==> src/logic/lane_write_pkg.sv <==
// shared types and constants for the byte lane write suppress block
// assumes a single 200 MHz clock and synchronous inputs
package lane_write_pkg;

  localparam int unsigned LANES = 4;

  // transfer size option codes
  localparam logic [1:0] SIZE_WORD = 2'h0;
  localparam logic [1:0] SIZE_BYTE = 2'h1;
  localparam logic [1:0] SIZE_HALF = 2'h2;

  // byte order: 0 big, 1 little
  localparam logic ORDER_BIG    = 1'h0;
  localparam logic ORDER_LITTLE = 1'h1;

  // reset values and lane select masks
  localparam logic       ORDER_RST  = 1'h0;
  localparam logic [3:0] STROBE_RST = 4'hf;
  localparam logic [3:0] LANE_ALL   = 4'hf;
  localparam logic [3:0] LANE_ONE   = 4'h1;
  localparam logic [3:0] HALF_UPPER = 4'hc;
  localparam logic [3:0] HALF_LOWER = 4'h3;

  // fixed ordering build: decode uses only one ordering
  localparam logic ORDER_FIXED_EN  = 1'h0;
  localparam logic ORDER_FIXED_VAL = 1'h0;

  // memory technology of the array
  typedef enum logic [4:0] {
    MEM_SRAM_OE   = 5'h01,
    MEM_SRAM_NOOE = 5'h02,
    MEM_VDRAM     = 5'h04,
    MEM_DRAM_X1   = 5'h08,
    MEM_DRAM_X4   = 5'h10
  } mem_type_e;

  // how a blocked lane is kept from writing
  typedef enum logic [2:0] {
    BLK_CANCEL  = 3'h1,
    BLK_REFRESH = 3'h2,
    BLK_IREAD   = 3'h4
  } blk_method_e;

  typedef struct packed {
    logic       valid;
    logic       write;
    logic [1:0] size;
    logic [1:0] addr;
  } mem_req_s;

  typedef struct packed {
    logic cyc;
    logic ras;
    logic cas;
    logic we;
    logic oe;
  } mem_timing_s;

  typedef struct packed {
    logic [3:0] cs_n;
    logic [3:0] ras_n;
    logic [3:0] cas_n;
    logic [3:0] we_n;
    logic [3:0] oe_n;
  } lane_ctl_s;

  localparam lane_ctl_s CTL_RST = '{
    cs_n:  4'hf,
    ras_n: 4'hf,
    cas_n: 4'hf,
    we_n:  4'hf,
    oe_n:  4'hf
  };

endpackage : lane_write_pkg

==> src/logic/byte_lane_write_suppress.sv <==
// per byte lane strobes and write suppression for a 32-bit memory
// assumes timing windows come from the memory controller sequencer
// and that all inputs are synchronous to clk_i
// en_i low freezes every flop, outputs included
`timescale 1ns/10ps

//
// Contract
// - block any lanes while others write
// - separate control per byte lane
// - blocked lane cancelled or made non-write
// - no driving read on shared bus
// - sram oe: withhold cs, or we+oe
// - never cs with oe blocked store
// - sram without oe: withhold cs
// - vdram: withhold ras, cas, or we+oe
// - vdram prefers withholding cas
// - byte order xors low address bits
// - byte order kept in external copy
// - fixed ordering may drop other terms
// - x1 dram: withhold ras or cas
// - x4 dram handled like vdram
// - size codes word byte half
// - strobes only inside cas window
// - lanes chosen from size and address
module byte_lane_write_suppress (
  // clock, reset, enable
  input  wire logic                       clk_i,
  input  wire logic                       rstn_i,
  input  wire logic                       en_i,
  // processor access
  input  wire lane_write_pkg::mem_req_s   req_i,
  // byte order copy update
  input  wire logic                       order_wr_i,
  input  wire logic                       byte_order_select_i,
  // memory configuration
  input  wire lane_write_pkg::mem_type_e  mem_type_i,
  input  wire lane_write_pkg::blk_method_e blk_method_i,
  // sequencer timing windows
  input  wire lane_write_pkg::mem_timing_s timing_i,
  // lane strobes, active low
  output logic [3:0]                      lane_strobe_n_o,
  // per lane memory controls, active low
  output lane_write_pkg::lane_ctl_s       lane_ctl_o,
  // current byte order copy
  output logic                            byte_order_o
);

  logic                      order_q;
  logic                      order_d;
  logic                      order_eff;
  logic [1:0]                lane_ptr;
  logic [3:0]                sel_d;
  logic                      store;
  logic [3:0]                strobe_n_q;
  logic [3:0]                strobe_n_d;
  logic [3:0]                cs_n_q;
  logic [3:0]                ras_n_q;
  logic [3:0]                cas_n_q;
  logic [3:0]                we_n_q;
  logic [3:0]                oe_n_q;
  lane_write_pkg::lane_ctl_s ctl_d;

  // next order copy on a write
  always_comb begin
    order_d = order_q;
    if (order_wr_i) begin
      order_d = byte_order_select_i;
    end
  end

  // register copy of the order bit
  always_ff @(posedge clk_i) begin
    if (!rstn_i) begin
      order_q <= lane_write_pkg::ORDER_RST;
    end else if (en_i) begin
      order_q <= order_d;
    end
  end

  always_comb begin
    if (lane_write_pkg::ORDER_FIXED_EN) begin
      order_eff = lane_write_pkg::ORDER_FIXED_VAL;
    end else begin
      order_eff = order_q;
    end
  end

  always_comb begin
    lane_ptr = req_i.addr ^ {~order_eff, ~order_eff};
  end

  always_comb begin
    store = req_i.valid & req_i.write;
  end

  // lanes from size, address and byte order
  always_comb begin
    sel_d = lane_write_pkg::LANE_ALL;
    if (store) begin
      case (req_i.size)
        lane_write_pkg::SIZE_BYTE: begin
          sel_d = lane_write_pkg::LANE_ONE << lane_ptr;
        end
        lane_write_pkg::SIZE_HALF: begin
          if (lane_ptr[1]) begin
            sel_d = lane_write_pkg::HALF_UPPER;
          end else begin
            sel_d = lane_write_pkg::HALF_LOWER;
          end
        end
        // word and reserved code write all
        default: begin
          sel_d = lane_write_pkg::LANE_ALL;
        end
      endcase
    end
  end

  for (genvar i = 0; i < lane_write_pkg::LANES; i++) begin : g_lane
    logic blk;
    logic kill_cs;
    logic kill_ras;
    logic kill_cas;
    logic kill_we;
    logic kill_oe;

    // only unselected lanes of a store
    always_comb begin
      blk = store & ~sel_d[i];
    end

    always_comb begin
      kill_cs  = 1'b0;
      kill_ras = 1'b0;
      kill_cas = 1'b0;
      kill_we  = 1'b0;
      kill_oe  = 1'b0;
      case (mem_type_i)
        lane_write_pkg::MEM_SRAM_OE: begin
          case (blk_method_i)
            // internal read, data pins stay quiet
            lane_write_pkg::BLK_IREAD: begin
              kill_we = blk;
              kill_oe = blk;
            end
            // no refresh cycle on sram, so cancel
            default: begin
              kill_cs = blk;
            end
          endcase
        end
        lane_write_pkg::MEM_SRAM_NOOE: begin
          kill_cs = blk;
        end
        // no internal read on x1 parts
        lane_write_pkg::MEM_DRAM_X1: begin
          case (blk_method_i)
            lane_write_pkg::BLK_CANCEL: begin
              kill_ras = blk;
            end
            // ras only refresh, iread falls here too
            default: begin
              kill_cas = blk;
            end
          endcase
        end
        lane_write_pkg::MEM_VDRAM,
        lane_write_pkg::MEM_DRAM_X4: begin
          case (blk_method_i)
            lane_write_pkg::BLK_CANCEL: begin
              kill_ras = blk;
            end
            lane_write_pkg::BLK_IREAD: begin
              kill_we = blk;
              kill_oe = blk;
            end
            default: begin
              kill_cas = blk;
            end
          endcase
        end
        // unknown type: block the whole lane cycle
        default: begin
          kill_cs  = blk;
          kill_ras = blk;
        end
      endcase
    end

    always_comb begin
      ctl_d.cs_n[i] = ~(timing_i.cyc & req_i.valid & ~kill_cs);
    end

    always_comb begin
      ctl_d.ras_n[i] = ~(timing_i.ras & req_i.valid & ~kill_ras);
    end

    always_comb begin
      ctl_d.cas_n[i] = ~(timing_i.cas & req_i.valid & ~kill_cas);
    end

    // write enable on stores only
    // loads never raise it, so a read cannot corrupt
    always_comb begin
      ctl_d.we_n[i] = ~(timing_i.we & store & ~kill_we);
    end

    // so a store never pairs cs with oe
    always_comb begin
      ctl_d.oe_n[i] = ~(timing_i.oe & req_i.valid & ~req_i.write & ~kill_oe);
    end

    always_comb begin
      strobe_n_d[i] = ~(sel_d[i] & timing_i.cas & req_i.valid);
    end
  end

  // strobes gated by the cas window
  always_ff @(posedge clk_i) begin
    if (!rstn_i) begin
      strobe_n_q <= lane_write_pkg::STROBE_RST;
    end else if (en_i) begin
      strobe_n_q <= strobe_n_d;
    end
  end

  always_ff @(posedge clk_i) begin
    if (!rstn_i) begin
      cs_n_q <= lane_write_pkg::CTL_RST.cs_n;
    end else if (en_i) begin
      cs_n_q <= ctl_d.cs_n;
    end
  end

  always_ff @(posedge clk_i) begin
    if (!rstn_i) begin
      ras_n_q <= lane_write_pkg::CTL_RST.ras_n;
    end else if (en_i) begin
      ras_n_q <= ctl_d.ras_n;
    end
  end

  always_ff @(posedge clk_i) begin
    if (!rstn_i) begin
      cas_n_q <= lane_write_pkg::CTL_RST.cas_n;
    end else if (en_i) begin
      cas_n_q <= ctl_d.cas_n;
    end
  end

  // registered write enables
  // held high in reset so no stray write
  always_ff @(posedge clk_i) begin
    if (!rstn_i) begin
      we_n_q <= lane_write_pkg::CTL_RST.we_n;
    end else if (en_i) begin
      we_n_q <= ctl_d.we_n;
    end
  end

  always_ff @(posedge clk_i) begin
    if (!rstn_i) begin
      oe_n_q <= lane_write_pkg::CTL_RST.oe_n;
    end else if (en_i) begin
      oe_n_q <= ctl_d.oe_n;
    end
  end

  // outputs straight from flip-flops
  always_comb begin
    lane_strobe_n_o = strobe_n_q;
  end

  // per lane controls to the array
  always_comb begin
    lane_ctl_o.cs_n  = cs_n_q;
    lane_ctl_o.ras_n = ras_n_q;
    lane_ctl_o.cas_n = cas_n_q;
    lane_ctl_o.we_n  = we_n_q;
    lane_ctl_o.oe_n  = oe_n_q;
  end

  always_comb begin
    byte_order_o = order_q;
  end

endmodule : byte_lane_write_suppress

==> config.mk <==
export PLATFORM = sky130hd
export DESIGN_NAME = byte_lane_write_suppress
export DESIGN_NICKNAME = d
export VERILOG_FILES = /design/src/logic/lane_write_pkg.sv /design/src/logic/byte_lane_write_suppress.sv
export SDC_FILE = /design/constraint.sdc
export NUM_CORES = 1
export LEC_CHECK = 0
export ABC_CLOCK_PERIOD_IN_PS = 1600
export BUFFER_PORTS_ARGS = -buffer_cell sky130_fd_sc_hd__buf_2
export CORE_MARGIN = 2
export CORE_UTILIZATION = 35
export DETAILED_ROUTE_END_ITERATION = 10
export PLACE_DENSITY_LB_ADDON = 0.2
export SLEW_MARGIN = 20
export SYNTH_ARGS = -nofsm -noshare
export SYNTH_HDL_FRONTEND = slang
export SYNTH_SLANG_ARGS = --single-unit
==> constraint.sdc <==
create_clock -name clk_i -period 1.6 [get_ports clk_i]
set_input_delay 0.32 -clock clk_i [delete_from_list [all_inputs] [get_ports clk_i]]
set_output_delay 0.32 -clock clk_i [all_outputs]
set_load 0.005 [all_outputs]
==> impl_metrics.py, run 1 <==
metrics = {
    "outcome": {
        "run_status": "finished, final reports clean",
    },
    "final_layout": {
        "drive_gt1_frac": 0.438,
        "nets": 205,
        "multi_input_area_um2": 637,
        "final_area_um2": 1550,
        "fillers": 333,
        "area_growth_pct": 32.0,
        "ff_latch_area_um2": 500,
        "n_antenna_cell": 0,
    },
    "synthesis": {
        "netlist_top_cells_area": "dfxtp_1 43%, o221a_2 7.7%, mux2_2 3.8%",
        "synth_ff_type": "dfxtp_1",
        "yosys.area_share.xor_xnor": 0.0224,
        "synth_fp_nets": 147,
        "ys_ff_latch": 25,
        "synth_commonest_cells": "25 x dfxtp_1, 9 x nand2_1, 8 x nor2_1, 8 x o221a_2, 7 x o21ai_0",
        "synth_edf_count": 0,
        "yosysSeqAreaShare": 0.427,
        "synthMuxAreaShare": 0.0384,
        "synthArstFlopShare": 0,
        "synth_compound_area_frac": 0.291,
        "synth.largest_area_cell": "dfxtp_1",
        "synthCells": 121,
        "yosysMostFrequentCell": "dfxtp_1",
        "ys_types": 36,
        "syn_area_um2": 1170,
        "synth_adder_area_share": 0.0213,
        "ys_warn_count": 0,
        "yosysTopAreaCellShare": 0.427,
        "synth_top_family_by_area": "compound AO/OA/AOI/OAI gates",
        "yosys.area_share.simple": 0.170,
        "synth_area_per_cell_um2": 9.69,
    },
    "floorplanning": {
        "die_h_um": 61.9,
        "rows": 21,
        "start_util": 0.357,
        "dieArea_um2": 3830,
        "design.core.area_um2": 3280,
        "top_level_ports": 49,
        "fp.dieW_um": 61.9,
    },
    "clock_network": {
        "cts_tree": "built",
        "cts_resized": 0,
        "htree_num_levels": 1,
        "cts_buffer_depth": 2,
        "clock-sinks": 25,
        "clk_pin_slew_ps": 140,
        "clk_latency_ps": 320,
        "cts_buffers": 3,
        "holdBufCountCts": 0,
        "cts_root_buf": "clkbuf_4",
        "post-cts-setup-buffer-count": 0,
    },
    "routing": {
        "wl_per_cell_um": 13.0,
        "wirelength_um": 2900,
        "vias_per_cell": 5.15,
        "firstDrtPassIters": 4,
        "dr.first_iter.drc_count": 53,
        "num_vias": 1153,
        "ant_nets": 0,
        "drcViolationCount": 0,
    },
    "global_routing": {
        "first_global_vias": 1013,
        "grt_max_degree": 17,
        "grt_pass1_wl_um": 4360,
        "grt.total_usage": 0.157,
        "overflow": 0,
        "antenna_found_initial": 0,
    },
    "worst_hold_path": {
        "hold_path_class": "primary input to register",
        "min_path_cells": 3,
        "hold_start": "byte_order_select_i",
        "min_to": "byte_order_o",
    },
    "sta": {
        "holdWs_ps": 264,
        "setup_viol": 0,
        "fin_crit_ps": 1400,
        "worst_pin_slew_ps": 596,
        "tns_ps": 0,
        "finalHoldViolations": 0,
        "slew_headroom": 0.603,
        "rsz0062_at_grt": "no",
        "clock.fmax_ghz": 0.712,
        "maxSlewViolCount": 0,
        "finalCritPeriodShare": 0.878,
        "fin_skew_ps": 0.536,
    },
    "setup_path": {
        "path_cells": "buf_2 -> inv_1 -> ha_1 -> or2_4 -> nor4_1 -> a311o_2 -> o221a_2",
        "critPathCaptureType": "register",
        "path_class": "primary input to register",
        "startpoint_type": "primary input",
        "cp_slowest_cell": "ha_1",
        "critPathMaxStageDelay_ps": 310,
        "timing.rr.end": "we_n_q[3]",
        "cp_top_family": "simple AND/OR/NAND/NOR gates",
        "r2r_setup_slack_ps": 230,
        "reg2regPathDepth": 3,
        "crit_buf_inv": 2,
        "crit_fanout": 4,
        "timing.rr.start": "byte_order_o",
        "worstPathRequired_ps": 1880,
        "arrival_ps": 1680,
    },
    "place": {
        "hpwl_um": 2350,
        "place_area_um2": 1520,
        "gp_congestion": 0.783,
        "port_buffers": 48,
    },
    "flow_run": {
        "maxCapViolations": 0,
    },
    "power_and_ir_drop": {
        "total_power_mw": 1.17,
        "pwr_density_cell_nw_per_um2": 753,
        "vdd_ir_drop_max_uv": 287,
        "cellLeakagePower_nw": 0.656,
    },
}
[through the flow]
stage          setup WS, ps  cells  utilization
6_report                195    224        0.471
3_5_place_dp           -124    220        0.462
2_1_floorplan          82.5    121            -
4_1_cts                 200    224        0.471
5_1_grt                 137    224        0.471
3_3_place_gp           -104    220        0.462
[per-layer routing]
metal / share of wire / track usage / wire (µm)
met5: 0 / 0 / 0
met2: 0.50 / 0.280 / 1440
met4: 0.019 / 0.0729 / 54
met3: 0.040 / 0.0186 / 116
met1: 0.45 / 0.187 / 1300
[where the power goes]
group	leakage, nW	internal (mW)	total (mW)	switching [mW]
registers	0.205	0.652	0.668	0.0165
logic	0.437	0.101	0.206	0.105
clock network	0.0139	0.0955	0.291	0.196
[layout make-up]
class,instances,share of cell area
well taps,46,0.0372
repair buffers,56,0.194
multi-input cells,87,0.411
flip-flops and latches,25,0.323
inverters,6,0.0146
clock inverters,1,0.00485
clock buffers,3,0.0146
[cells by family after synthesis]
kind of cell               after synthesis
xor gates and xnor gates                 3
AOI/OAI and AO/OA                       42
adders and majority gates                2
and+or+nand+nor                         36
muxes                                    4
DFF                                     25
buffers and inverters                    9
[worst max path at each step]
stage	from	endpoint	slack [ps]	cells past startpoint
2_1_floorplan	req_i[2]	ras_n_q[3]	80	6
3_3_place_gp	req_i[2]	ras_n_q[1]	-100	7
3_5_place_dp	req_i[3]	we_n_q[3]	-120	8
4_1_cts	req_i[2]	ras_n_q[1]	200	7
5_1_grt	req_i[2]	ras_n_q[2]	140	7
6_report	req_i[2]	ras_n_q[1]	200	7
[tightest hold or removal path, cell delays in order]
cell and delay [ps]:
buf_2 100, nand3_1 60, a21boi_0 70
[cells in the final DEF, fill, tap and decap left out, types with 2 or more instances in the layout]
cell type,n
a21oi_1,5
and3_1,2
and4_1,4
buf_2,48
buf_4,8
clkbuf_4,3
dfxtp_1,25
ha_1,2
inv_1,6
mux2_2,4
nand2_1,9
nand2b_1,4
nand3_1,3
nor2_1,8
o21ai_0,7
o21ai_1,5
o221a_1,4
o221a_2,8
o22a_1,4
xor2_1,2
[sequential cells by signal (all words and copies together) (netlist names)]
signal / cells
ras_n_q: 4
cas_n_q: 4
we_n_q: 4
byte_order_o: 1
cs_n_q: 4
oe_n_q: 4
lane_strobe_n_o: 4
Note: power is estimated with default switching activity, not from simulation.
==> inputs of run 2 (changes only) <==
- ABC_CLOCK_PERIOD_IN_PS: 1600 -> 1700
- SLEW_MARGIN: 20 -> 30
- clock period: 1.6 -> 1.7 ns (I/O delays scaled with it)
==> run 2 against run 1 <==
Global-route usage is 0.56 points higher. Clock skew up 1.7 ps. Worst hold slack gained 21 ps. Core utilization is 0.46 points lower. Critical endpoint unchanged. Highest routed layer unchanged. Setup slack better by 48 ps. Total power is 5.9% lower. Register-to-register slack improved by 100 ps. Die area unchanged. First-iteration DRC count fell by 25%. Clock-buffer cell count unchanged. Largest cell class unchanged. Non-clock buffer count fell by 2. Via count shrank 2.1%.
==> impl_metrics.py, run 2 (synthesized netlist as in run 1, its figures left out) <==
metrics = {
    "final_layout": {
        "n_antenna_cell": 0,
        "ff_latch_area_um2": 500,
        "multi_input_area_um2": 637,
        "final_cell_mix": "48 x buf_2, 25 x dfxtp_1, 9 x nand2_1",
        "area_growth_pct": 30.7,
        "drive_gt1_frac": 0.432,
        "fillers": 337,
        "layout_commonest_cell": "buf_2",
        "nets": 203,
        "final_area_um2": 1530,
    },
    "worst_hold_path": {
        "min_path_cells": 3,
        "hold_path_class": "primary input to register",
    },
    "place": {
        "gp_congestion": 0.740,
        "place_area_um2": 1500,
        "port_buffers": 48,
        "hpwl_um": 2410,
    },
    "setup_path": {
        "r2r_setup_slack_ps": 330,
        "crit_fanout": 4,
        "crit_buf_inv": 2,
        "critPathCaptureType": "register",
        "path_cells": "buf_2 -> inv_1 -> ha_1 -> or2_4 -> nor4_1 -> a311o_2 -> o221a_2",
        "startpoint_type": "primary input",
        "path_depth": 7,
        "critPathMaxStageDelay_ps": 300,
        "cp_top_family": "simple AND/OR/NAND/NOR gates",
        "path_class": "primary input to register",
        "cp_slowest_cell": "ha_1",
        "arrival_ps": 1730,
        "worstPathRequired_ps": 1980,
        "reg2regPathDepth": 3,
    },
    "sta": {
        "fin_crit_ps": 1460,
        "worst_pin_slew_ps": 360,
        "setup_viol": 0,
        "finalCritPeriodShare": 0.857,
        "rsz0062_at_grt": "no",
        "finalHoldViolations": 0,
        "maxSlewViolCount": 0,
        "clock.fmax_ghz": 0.686,
        "slew_headroom": 0.760,
        "fin_skew_ps": 2.28,
    },
    "clock_network": {
        "cts_buffers": 3,
        "htree_num_levels": 1,
        "holdBufCountCts": 0,
        "clk_latency_ps": 320,
        "post-cts-setup-buffer-count": 0,
        "clock-sinks": 25,
        "cts_resized": 0,
        "cts_buffer_depth": 2,
        "clk_pin_slew_ps": 140,
        "cts_tree": "built",
        "cts_root_buf": "clkbuf_4",
    },
    "floorplanning": {
        "die_h_um": 61.9,
        "top_level_ports": 49,
        "start_util": 0.357,
        "rows": 21,
        "dieArea_um2": 3830,
        "design.core.area_um2": 3280,
        "fp.dieW_um": 61.9,
    },
    "global_routing": {
        "use_met1": 0.193,
        "antenna_found_initial": 0,
        "grt_pass1_wl_um": 4570,
        "grt_max_degree": 17,
        "overflow": 0,
        "globalRouteMet2Util": 0.293,
        "top_usage_layer": "met2",
        "grt.total_usage": 0.162,
        "grt_util_met3": 0.0228,
        "first_global_vias": 1033,
    },
    "outcome": {
        "run_status": "finished, final reports clean",
    },
    "routing": {
        "dr.first_iter.drc_count": 40,
        "vias_per_cell": 5.09,
        "ant_nets": 0,
        "firstDrtPassIters": 4,
        "wirelength_um": 2990,
        "wl_per_cell_um": 13.5,
        "num_vias": 1129,
        "drcViolationCount": 0,
    },
    "power_and_ir_drop": {
        "total_power_mw": 1.10,
        "pwr_density_cell_nw_per_um2": 716,
        "vdd_ir_drop_max_uv": 224,
        "cellLeakagePower_nw": 0.647,
    },
    "flow_run": {
        "maxCapViolations": 0,
    },
}
## run 2: area by class of cell
type / count / share of cell area
clock inverter: 1 / 0.00490
clock buffer: 3 / 0.0147
sequential: 25 / 0.327
inverter: 6 / 0.0147
timing repair buffer: 54 / 0.186
multi-input combinational: 87 / 0.416
tap: 46 / 0.0376
## run 2: path summary, 6_finish.rpt
| check | start | end |
|---|---|---|
| setup reg to reg | byte_order_o | we_n_q[3] |
| hold / removal | byte_order_select_i | byte_order_o |
| setup / recovery | req_i[2] | ras_n_q[1] |
| hold reg to reg | oe_n_q[3] | oe_n_q[3] |
## run 2: tightest hold or removal path, stage by stage
cell and delay (ps):
buf_2 100, nand3_1 70, a21boi_0 70
## run 2: metrics by stage
stage	util	std cells	hold WS [ps]	TNS, ps	setup WS (ps)
final	0.467	222	285	0	243
after global routing	0.467	222	280	0	191
after CTS	0.467	222	288	0	263
after detailed placement	0.458	218	444	-458	-79.0
after global placement	0.458	218	437	-152	-35.1
after floorplan	-	121	420	0	163
## run 2: metal layers
| metal | share of wire | up-vias |
|---|---|---|
| met5 | 0 | - |
| met4 | 0.0027 | 0 |
| met3 | 0.047 | 2 |
| met2 | 0.51 | 38 |
| met1 | 0.44 | 519 |
| li1 | - | 570 |
## run 2: report_power, final
group	leakage (nW)	internal [mW]	total, mW	switching (mW)
Clock	0.0139	0.0899	0.276	0.186
Sequential	0.205	0.613	0.629	0.0153
Combinational	0.428	0.0928	0.192	0.0996
